[config.mk]
export PLATFORM = sky130hd
export DESIGN_NAME = coef_store
export DESIGN_NICKNAME = d
export VERILOG_FILES = /design/src/hw/coef_join.v /design/src/hw/coef_store.v
export VERILOG_INCLUDE_DIRS = /design/src /design/src/hw
export SDC_FILE = /design/constraint.sdc
export NUM_CORES = 1
export LEC_CHECK = 0
export BUFFER_PORTS_ARGS = -buffer_cell sky130_fd_sc_hd__buf_2
export CAP_MARGIN = 20
export CELL_PAD_IN_SITES_DETAIL_PLACEMENT = 0
export CELL_PAD_IN_SITES_GLOBAL_PLACEMENT = 1
export CORE_MARGIN = 2
export CORE_UTILIZATION = 43
export CTS_CLUSTER_DIAMETER = 30
export DETAILED_ROUTE_END_ITERATION = 8
export PLACE_DENSITY = 0.77
export SETUP_SLACK_MARGIN = 0.3
export SLEW_MARGIN = 20
export SYNTH_ARGS = -nofsm -noshare
export SYNTH_HDL_FRONTEND = slang
export SYNTH_SLANG_ARGS = --single-unit
[constraint.sdc]
create_clock -name sys_clk -period 3.3 [get_ports sys_clk]
set_input_delay 0.825 -clock sys_clk [delete_from_list [all_inputs] [get_ports sys_clk]]
set_output_delay 0.825 -clock sys_clk [all_outputs]
set_load 0.05 [all_outputs]
[src/hw/coef_store_regs.vh]
// register word map, field positions, reset values and timing counts
// assumes inclusion by the coefficient store and its bench only
`ifndef COEF_STORE_REGS_VH
`define COEF_STORE_REGS_VH

// word addresses on the word port
`define ADDR_W                  5
`define WORD_W                  16
`define CYCLE_AND_CURVE_CONFIG  5'h02
`define BRIDGE_OFFSET_COEF_LOW  5'h03
`define BRIDGE_GAIN_COEF_LOW    5'h04
`define GAIN_DRIFT_COEF_LOW     5'h05
`define OFFSET_DRIFT_COEF_LOW   5'h06
`define OFFSET_DRIFT_QUAD_LOW   5'h07
`define GAIN_DRIFT_QUAD_LOW     5'h08
`define BRIDGE_QUAD_LOW         5'h09
`define TEMP_OFFSET_COEF_LOW    5'h0a
`define TEMP_GAIN_COEF_LOW      5'h0b
`define TEMP_QUAD_LOW           5'h0c
`define BRIDGE_COEF_HIGH_PAIR   5'h0d
`define DRIFT_COEF_HIGH_PAIR    5'h0e
`define DRIFT_QUAD_HIGH_PAIR    5'h0f
`define BRIDGE_QUAD_TEMP_OFFSET_HIGH 5'h10
`define TEMP_GAIN_QUAD_HIGH_PAIR 5'h11
`define FIRST_WORD              5'h02
`define LAST_WORD               5'h11
`define NUM_WORDS               16
`define NUM_COEFS               10

// configuration word fields
`define SHAPE_BIT               15
`define IVL_MSB                 14
`define IVL_LSB                 12
`define CFG_LOW_MSB             11

// reset values
`define WORD_RESET              16'h0000
`define UNMAPPED_READ           16'h0000

// update interval codes
`define IVL_CODE_125            3'h1
`define IVL_CODE_250            3'h2
`define IVL_CODE_500            3'h3
`define IVL_CODE_1000           3'h4
`define IVL_CODE_2000           3'h5
`define IVL_CODE_4000           3'h6

// update intervals in milliseconds
`define IVL_125_MS              13'h007d
`define IVL_250_MS              13'h00fa
`define IVL_500_MS              13'h01f4
`define IVL_1000_MS             13'h03e8
`define IVL_2000_MS             13'h07d0
`define IVL_4000_MS             13'h0fa0
`define IVL_NONE_MS             13'h0000

// timing base
`define CLK_PERIOD_NS           20
`define MS_TIME_NS              1000000

`endif

[src/hw/coef_join.v]
// joins one low word and one upper byte into a signed 24-bit coefficient
// assumes both inputs come straight from storage flip-flops
`timescale 1ns/100ps

module coef_join (
  input  wire [15:0] low_word,
  input  wire [15:0] high_pair,
  input  wire        use_upper_byte,
  output wire [23:0] coef
);

  // upper byte carries the sign; lane picked by the pair position
  assign coef = {(use_upper_byte ? high_pair[15:8] : high_pair[7:0]), low_word};

endmodule

[src/hw/coef_store.v]
// calibration and configuration word store with cyclic update timer
// assumes a synchronous word port, one clock, and an async low reset
//
// Operation
// - the 3-bit interval selector in bits 14:12 picks 125 to 4000 ms for codes 1 to 6.
// - bit 15 of the configuration word picks parabolic (0) or s-shaped (1) correction.
// - bridge offset is word 03 below bits 15:8 of word 0d.
// - bridge gain is word 04 below bits 7:0 of word 0d.
// - gain drift is word 05 below bits 15:8 of word 0e.
// - offset drift is word 06 below bits 7:0 of word 0e.
// - offset drift square term is word 07 below bits 15:8 of word 0f.
// - gain drift square term is word 08 below bits 7:0 of word 0f.
// - bridge square term is word 09 below bits 15:8 of word 10.
// - temperature offset is word 0a below bits 7:0 of word 10.
// - temperature gain is word 0b below bits 15:8 of word 11, kept as stored.
// - temperature square term is word 0c below bits 7:0 of word 11.
`timescale 1ns/100ps
`include "coef_store_regs.vh"

module coef_store #(
  parameter MS_CYCLES = `MS_TIME_NS / `CLK_PERIOD_NS
) (
  // clock and reset
  input  wire                 sys_clk,
  input  wire                 nrst,
  // word port
  input  wire                 wr_en,
  input  wire [`ADDR_W-1:0]   wr_addr,
  input  wire [`WORD_W-1:0]   wr_data,
  input  wire                 rd_en,
  input  wire [`ADDR_W-1:0]   rd_addr,
  output reg  [`WORD_W-1:0]   rd_data,
  output reg                  rd_valid,
  // configuration fields and cyclic timer
  input  wire                 cyclic_en,
  output wire [2:0]           update_interval_sel,
  output wire                 second_order_shape_sel,
  output wire [11:0]          config_low,
  output reg                  interval_valid,
  output reg  [12:0]          interval_ms,
  output reg                  cycle_wake,
  // assembled coefficients, wiring from storage
  output wire [23:0]          bridge_offset_coef,
  output wire [23:0]          bridge_gain_coef,
  output wire [23:0]          gain_drift_coef,
  output wire [23:0]          offset_drift_coef,
  output wire [23:0]          offset_drift_quadratic_coef,
  output wire [23:0]          gain_drift_quadratic_coef,
  output wire [23:0]          bridge_quadratic_coef,
  output wire [23:0]          temp_offset_coef,
  output wire [23:0]          temp_gain_coef,
  output wire [23:0]          temp_quadratic_coef
);

  // ***************************************************************
  // word map
  // ***************************************************************

  // 00-01  outside this block: read as zero, writes dropped
  // 02     cycle_and_curve_config: 15 shape, 14:12 interval, 11:0 held
  // 03     bridge_offset_coef_low
  // 04     bridge_gain_coef_low
  // 05     gain_drift_coef_low
  // 06     offset_drift_coef_low
  // 07     offset_drift_quad_low
  // 08     gain_drift_quad_low
  // 09     bridge_quad_low
  // 0a     temp_offset_coef_low
  // 0b     temp_gain_coef_low
  // 0c     temp_quad_low
  // 0d     bridge_coef_high_pair: 15:8 bridge offset, 7:0 bridge gain
  // 0e     drift_coef_high_pair: 15:8 gain drift, 7:0 offset drift
  // 0f     drift_quad_high_pair: 15:8 offset drift sq, 7:0 gain drift sq
  // 10     bridge_quad_temp_offset_high: 15:8 bridge sq, 7:0 temp offset
  // 11     temp_gain_quad_high_pair: 15:8 temp gain, 7:0 temp sq
  // 12-1f  unmapped: read as zero, writes dropped
  // words 03 to 0c are bits 15:0 of their coefficients; the upper
  // bytes in 0d to 11 carry the sign, so no write order is implied
  // a coefficient seen between its two writes is half old, half new

  // ***************************************************************
  // word port decode
  // ***************************************************************

  reg  [`NUM_WORDS-1:0]       wr_sel;
  wire [`NUM_WORDS*16-1:0]    word_bus;

  // one-hot write select by word name; words 00, 01 and 12 up select
  // nothing, so a stray write there cannot land in a neighbour
  // decoded from the full address; no subtract, so no wrap-around alias
  always @* begin
    wr_sel = 16'h0000;
    if (wr_en) begin
      case (wr_addr)
        `CYCLE_AND_CURVE_CONFIG:       wr_sel = 16'h0001;
        `BRIDGE_OFFSET_COEF_LOW:       wr_sel = 16'h0002;
        `BRIDGE_GAIN_COEF_LOW:         wr_sel = 16'h0004;
        `GAIN_DRIFT_COEF_LOW:          wr_sel = 16'h0008;
        `OFFSET_DRIFT_COEF_LOW:        wr_sel = 16'h0010;
        `OFFSET_DRIFT_QUAD_LOW:        wr_sel = 16'h0020;
        `GAIN_DRIFT_QUAD_LOW:          wr_sel = 16'h0040;
        `BRIDGE_QUAD_LOW:              wr_sel = 16'h0080;
        `TEMP_OFFSET_COEF_LOW:         wr_sel = 16'h0100;
        `TEMP_GAIN_COEF_LOW:           wr_sel = 16'h0200;
        `TEMP_QUAD_LOW:                wr_sel = 16'h0400;
        `BRIDGE_COEF_HIGH_PAIR:        wr_sel = 16'h0800;
        `DRIFT_COEF_HIGH_PAIR:         wr_sel = 16'h1000;
        `DRIFT_QUAD_HIGH_PAIR:         wr_sel = 16'h2000;
        `BRIDGE_QUAD_TEMP_OFFSET_HIGH: wr_sel = 16'h4000;
        `TEMP_GAIN_QUAD_HIGH_PAIR:     wr_sel = 16'h8000;
        default:                       wr_sel = 16'h0000;
      endcase
    end
  end

  // ***************************************************************
  // word storage
  // ***************************************************************

  genvar g;

  // one flop word per entry; writes outside the map are dropped
  // no write protect here: any strobe inside the map overwrites its word
  // reset clears every word; there is no separate erase path
  generate
    for (g = 0; g < `NUM_WORDS; g = g + 1) begin : word_slot
      reg [15:0] word_q;
      always @(posedge sys_clk or negedge nrst) begin
        if (!nrst) begin
          word_q <= `WORD_RESET;
        end else if (wr_sel[g]) begin
          word_q <= wr_data;
        end
      end
      assign word_bus[g*16 +: 16] = word_q;
    end
  endgenerate

  // ***************************************************************
  // read port
  // ***************************************************************

  reg  [`WORD_W-1:0]          rd_word;

  // read mux by word name; a missing entry reads as zero, never a neighbour
  always @* begin
    rd_word = `UNMAPPED_READ;
    case (rd_addr)
      `CYCLE_AND_CURVE_CONFIG:       rd_word = word_bus[0*16 +: 16];
      `BRIDGE_OFFSET_COEF_LOW:       rd_word = word_bus[1*16 +: 16];
      `BRIDGE_GAIN_COEF_LOW:         rd_word = word_bus[2*16 +: 16];
      `GAIN_DRIFT_COEF_LOW:          rd_word = word_bus[3*16 +: 16];
      `OFFSET_DRIFT_COEF_LOW:        rd_word = word_bus[4*16 +: 16];
      `OFFSET_DRIFT_QUAD_LOW:        rd_word = word_bus[5*16 +: 16];
      `GAIN_DRIFT_QUAD_LOW:          rd_word = word_bus[6*16 +: 16];
      `BRIDGE_QUAD_LOW:              rd_word = word_bus[7*16 +: 16];
      `TEMP_OFFSET_COEF_LOW:         rd_word = word_bus[8*16 +: 16];
      `TEMP_GAIN_COEF_LOW:           rd_word = word_bus[9*16 +: 16];
      `TEMP_QUAD_LOW:                rd_word = word_bus[10*16 +: 16];
      `BRIDGE_COEF_HIGH_PAIR:        rd_word = word_bus[11*16 +: 16];
      `DRIFT_COEF_HIGH_PAIR:         rd_word = word_bus[12*16 +: 16];
      `DRIFT_QUAD_HIGH_PAIR:         rd_word = word_bus[13*16 +: 16];
      `BRIDGE_QUAD_TEMP_OFFSET_HIGH: rd_word = word_bus[14*16 +: 16];
      `TEMP_GAIN_QUAD_HIGH_PAIR:     rd_word = word_bus[15*16 +: 16];
      default:                       rd_word = `UNMAPPED_READ;
    endcase
  end

  // one cycle read latency; the answer stands until the next read
  // an unmapped word still answers, with zero and rd_valid high
  always @(posedge sys_clk or negedge nrst) begin
    if (!nrst) begin
      rd_data  <= `UNMAPPED_READ;
      rd_valid <= 1'b0;
    end else begin
      rd_valid <= rd_en;
      if (rd_en) begin
        rd_data <= rd_word;
      end
    end
  end

  // ***************************************************************
  // configuration word fields
  // ***************************************************************

  wire [15:0] cfg_word;

  // config word is slot 0 of the storage bus
  assign cfg_word = word_bus[15:0];

  // interval selector and curve shape sit in the top nibble
  assign update_interval_sel    = cfg_word[`IVL_MSB:`IVL_LSB];
  assign second_order_shape_sel = cfg_word[`SHAPE_BIT];
  // lower fields are held for other blocks, not decoded here
  assign config_low             = cfg_word[`CFG_LOW_MSB:0];

  // ***************************************************************
  // coefficient assembly
  // ***************************************************************

  wire [`NUM_COEFS*24-1:0] coef_bus;

  // coefficient i takes low word 03+i and the pair word 0d+i/2;
  // even coefficients take the upper byte of the pair
  // the join is wiring only, so a write shows on its coefficient at once
  generate
    for (g = 0; g < `NUM_COEFS; g = g + 1) begin : coef_slot
      coef_join u_join (
        .low_word       (word_bus[(g+1)*16 +: 16]),
        .high_pair      (word_bus[(11+g/2)*16 +: 16]),
        .use_upper_byte ((g % 2) == 0),
        .coef           (coef_bus[g*24 +: 24])
      );
    end
  endgenerate

  // pair word 0d: bridge offset on top, bridge gain below
  assign bridge_offset_coef          = coef_bus[0*24 +: 24];
  assign bridge_gain_coef            = coef_bus[1*24 +: 24];

  // pair word 0e: gain drift on top, offset drift below
  assign gain_drift_coef             = coef_bus[2*24 +: 24];
  assign offset_drift_coef           = coef_bus[3*24 +: 24];

  // pair word 0f: offset drift square term on top, gain drift square term below
  assign offset_drift_quadratic_coef = coef_bus[4*24 +: 24];
  assign gain_drift_quadratic_coef   = coef_bus[5*24 +: 24];

  // pair word 10: bridge square term on top, temperature offset below
  assign bridge_quadratic_coef       = coef_bus[6*24 +: 24];
  assign temp_offset_coef            = coef_bus[7*24 +: 24];

  // pair word 11: temperature gain on top, temperature square term below
  // magnitude quantity; passed on as stored, the consumer owns the sign
  assign temp_gain_coef              = coef_bus[8*24 +: 24];
  assign temp_quadratic_coef         = coef_bus[9*24 +: 24];

  // ***************************************************************
  // interval decode
  // ***************************************************************

  reg [12:0] ivl_ms_d;
  reg        ivl_valid_d;

  // unassigned codes give no interval rather than a nearby one
  always @* begin
    ivl_valid_d = 1'b1;
    case (update_interval_sel)
      `IVL_CODE_125:  ivl_ms_d = `IVL_125_MS;
      `IVL_CODE_250:  ivl_ms_d = `IVL_250_MS;
      `IVL_CODE_500:  ivl_ms_d = `IVL_500_MS;
      `IVL_CODE_1000: ivl_ms_d = `IVL_1000_MS;
      `IVL_CODE_2000: ivl_ms_d = `IVL_2000_MS;
      `IVL_CODE_4000: ivl_ms_d = `IVL_4000_MS;
      // both unassigned codes spelled out so the fallback reads plainly
      3'h0: begin
        ivl_ms_d    = `IVL_NONE_MS;
        ivl_valid_d = 1'b0;
      end
      3'h7: begin
        ivl_ms_d    = `IVL_NONE_MS;
        ivl_valid_d = 1'b0;
      end
      default: begin
        ivl_ms_d    = `IVL_NONE_MS;
        ivl_valid_d = 1'b0;
      end
    endcase
  end

  // registered so the timer sees a clean value one cycle after a write
  always @(posedge sys_clk or negedge nrst) begin
    if (!nrst) begin
      interval_ms    <= `IVL_NONE_MS;
      interval_valid <= 1'b0;
    end else begin
      interval_ms    <= ivl_ms_d;
      interval_valid <= ivl_valid_d;
    end
  end

  // ***************************************************************
  // cyclic update timer
  // ***************************************************************

  // the prescaler is 16 bits wide, so MS_CYCLES must stay at 65536 or below
  localparam [31:0] MS_SPAN = MS_CYCLES - 1;
  localparam [15:0] MS_LAST = MS_SPAN[15:0];

  reg  [15:0] prescale_q;
  reg  [15:0] prescale_d;
  reg  [12:0] ms_cnt_q;
  reg  [12:0] ms_cnt_d;
  reg  [12:0] ivl_prev_q;
  reg         wake_d;
  wire        run;
  wire        restart;
  wire        ms_tick;

  // timer runs only with a valid interval; a new interval restarts it
  // so a shorter interval never has to wait out a longer one
  assign run     = cyclic_en && interval_valid;
  assign restart = (ivl_prev_q != interval_ms);
  assign ms_tick = (prescale_q == MS_LAST);

  // a word 02 write shows on the selector at once, on interval_ms one edge
  // later, and, if interval_ms changed, clears both counters the edge after that; from there a wake
  // comes every interval_ms * MS_CYCLES edges while enabled
  // limits: cyclic_en low holds both counters at zero, so enabling again
  // starts a full interval instead of finishing the old one; the wake is
  // one cycle wide and must not be gated by the consumer
  // millisecond base and interval count; wake fires at interval end
  always @* begin
    prescale_d = prescale_q;
    ms_cnt_d   = ms_cnt_q;
    wake_d     = 1'b0;
    if (!run || restart) begin
      prescale_d = 16'h0000;
      ms_cnt_d   = 13'h0000;
    end else if (ms_tick) begin
      prescale_d = 16'h0000;
      if (ms_cnt_q == interval_ms - 13'h0001) begin
        ms_cnt_d = 13'h0000;
        wake_d   = 1'b1;
      end else begin
        ms_cnt_d = ms_cnt_q + 13'h0001;
      end
    end else begin
      prescale_d = prescale_q + 16'h0001;
    end
  end

  always @(posedge sys_clk or negedge nrst) begin
    if (!nrst) begin
      prescale_q <= 16'h0000;
      ms_cnt_q   <= 13'h0000;
      ivl_prev_q <= `IVL_NONE_MS;
      cycle_wake <= 1'b0;
    end else begin
      prescale_q <= prescale_d;
      ms_cnt_q   <= ms_cnt_d;
      ivl_prev_q <= interval_ms;
      cycle_wake <= wake_d;
    end
  end

endmodule

==> results.md <==
- Post-synth top flop: dfrtp_1
- Relative slew slack: 0.355
- CTS clk-pin slew, worst paths: ~0.05 ns
- Share of layout cells above drive strength 1: 0.502
- Asr flop ratio synth: 1.00
- Initial DRC Count: 853
- EDFF count, synth: 0
- Cells after DPL: approximately 1900
- DR pass1 iterations: 5
- First-pass GRT wire length: between 70 and 80 mm
- # clock sinks: 328
- P_leak: around 9.7 nW
- GRT busiest layer: met2
- DIE WIDTH: 189 um
- Cell row count: 67
- Via count: 11900
- Hold slack: between 0.1 and 0.15 ns
- Post-synthesis sequential area ratio: 0.561
- Post-synth top cells: dfrtp_1 (328), mux2_2 (257), a22oi_1 (113)
- IO Port Bufs: 317
- VDD IR max: roughly 0.60 mV
- RSZ-0062 raised after global routing: true
- Achievable frequency: around 0.34 GHz
- Yosys reg bits: 328
- Final net count: 1598
- Clk buf depth: 3
- Final setup viols: 0
- Worst EP required: between 3 and 4 ns
- Met2 Use GR: 0.467
- Root Driver: clkbuf_16
- CTS tree: built
- Post-route ant nets: 0
- Max Transition Viols Final: 0
- Fin cells: 2080
- Fin. Hold Viols: 0
- Type of origin of the critical path: flop
- Area growth from synthesis to layout: 37.2%
- Critical path peak fanout: 7
- Met1 Resource Use GR: 0.377
- DRC: 0
- Synth warnings: 0
- Tot Pwr: 18.5 mW
- Aggregate global-route resource usage: 0.297
- # H-tree levels: 3
- Final GP Congestion: around 0.97
- Reg2reg path depth: 9
- Fin Setup TNS: 0 ns
- I/O Pins: roughly 320
- CTS buffer count: 79
- Vias in the first global route: around 12000
- Detailed Place HPWL: 36.2 mm
- Hold Crit Class: primary input to async pin
- Most common cell in the netlist: dfrtp_1
- Core ar.: ~34000 um^2
- CP Class: flop to flop
- Post-layout util: 0.599
- Reg-to-reg slack, setup: 0.37 ns
- Largest net degree at the start of global routing: 86
- Via-to-Cell Ratio: approximately 5.7
- Met3 GRT Util: 0.0868
- Avg WL per Cell: around 26 um
- Pwr dens: 923 nW/um^2
- Syn nets: 1211
- Mapped Area: approximately 15000 um^2
- Tmin final: a little under 3 ns
- Top area cells in the synthesized netlist: dfrtp_1 (56%), mux2_2 (20%), a22oi_1 (5.8%)
- Reg2reg end: ms_cnt_q[12]$_DFFE_PN0P_
- Tcrit/Tclk final: 0.887
- Drt total wl: 53.4 mm
- MaxCap Viol Count: 0
- Area share of the largest cell type after synthesis: 0.561
- Cts-stage hold buffer count: 0
- Area leader, netlist: dfrtp_1
- CP Data Arrival Time: about 3.4 ns
- GRT Residual Overflow: 0
- Worst setup EP type: flop
- Cell count after synthesis: about 1200
- Synth Area per Inst: roughly 12 um^2
- Initial antenna violation count: 5
- Post-synthesis cell type count: 58
- Clock Skews: roughly 0.017 ns
- Worst r2r src: interval_ms[0]$_DFF_PN0_
- Later-pin clock latency in the skew report: between 0.5 and 0.6 ns
- Die ar.: about 36000 um^2
- Worst Tran Pin Value: approximately 0.96 ns
- Run status: finished, final reports clean
- Die Span Y: roughly 190 um
- Initial core utilization: 0.437
==> worst max-delay path, cell delays in order (launching register included) <==
cell and delay, ns:
dfrtp_2 0.44, inv_4 0.07, ha_4 0.14, or4b_4 0.51
or4b_1 0.48, a2111o_1 0.41, nor4_4 0.24, a31oi_4 0.21
nand2_4 0.18, o311ai_2 0.09
==> cell usage in the layout, fill, tap and decap left out, drive strengths merged, types with 11 or more instances in the layout <==
cell type,synthesis,routed
nand2,72,72
nor2,53,53
a22oi,113,113
bufinv,0,15
nand4,12,12
o22ai,17,17
nand3,18,18
nor3,25,25
xor2,25,25
clkbuf,69,109
buf,7,382
o21ai,11,11
dfrtp,328,328
and3,23,23
xnor2,19,19
mux2,257,257
inv,27,31
==> worst max path at each step <==
stage / from / slack (ns) / to / cells past startpoint
6_report: interval_ms[0]$_DFF_PN0_ / 0.37 / ms_cnt_q[12]$_DFFE_PN0P_ / 9
5_1_grt: interval_ms[0]$_DFF_PN0_ / 0.22 / ms_cnt_q[12]$_DFFE_PN0P_ / 9
4_1_cts: interval_ms[0]$_DFF_PN0_ / 0.31 / ms_cnt_q[5]$_DFFE_PN0P_ / 9
3_5_place_dp: interval_ms[1]$_DFF_PN0_ / 0.23 / ms_cnt_q[5]$_DFFE_PN0P_ / 9
3_3_place_gp: interval_ms[1]$_DFF_PN0_ / 0.27 / ms_cnt_q[6]$_DFFE_PN0P_ / 9
2_1_floorplan: interval_ms[0]$_DFF_PN0_ / 0.14 / ms_cnt_q[6]$_DFFE_PN0P_ / 11
==> final cells by class <==
class | count | area, um^2
clock buffers | 109 | 2320
diodes | 7 | 17.5
well taps | 448 | 561
multi-input cells | 746 | 6150
fillers | 2737 | 13400
repair buffers | 382 | 2130
flip-flops and latches | 328 | 8210
clock inverters | 33 | 584
inverters | 27 | 104
==> state kept, by name, summed over array words and instances (netlist names) <==
signal / flops
prescale_q: 16
interval_valid: 1
ivl_prev_q: 12
rd_valid: 1
word_slot.word_q: 240
ms_cnt_q: 13
cfg_word: 16
interval_ms: 12
cycle_wake: 1
rd_data: 16
==> cells by family (layout without fill, tap and decap cells) <==
group           Yosys count  count (layout)  share of synthesized area
flops                   328             328                      0.561
simple gates            259             259                     0.0907
compound gates          179             179                     0.0931
mux                     260             260                      0.200
other cells               1               8                   0.000256
xor+xnor                 44              44                     0.0263
fa+ha+maj                 3               3                    0.00256
buf+inv                 103             551                     0.0267
==> per-layer routing <==
layer,vias up,part of all wire
met1,6078,0.40
met5,-,0
met2,571,0.47
li1,5121,-
met4,0,0.044
met3,130,0.088
==> repair_timing <==
action | CTS | global route
pin swaps | 2 | 2
gates cloned | 0 | 0
gates resized for setup | 0 | 2
setup buffers | 1 | 6
endpoints found under the setup margin | 10 | 13
==> power by group <==
group	switching [mW]	internal [mW]
clock	2.38	6.05
combinational	3.46	1.19
sequential	0.713	4.75
total	6.55	12.0
==> stage by stage <==
stage / cell area (um^2) / worst slack, ns
2_1_floorplan: 14700 / 0.138
3_3_place_gp: 17100 / 0.272
3_5_place_dp: 17100 / 0.232
4_1_cts: 20000 / 0.312
5_1_grt: 20100 / 0.220
6_report: 20100 / 0.373
Power figures use the tool's default switching activity.
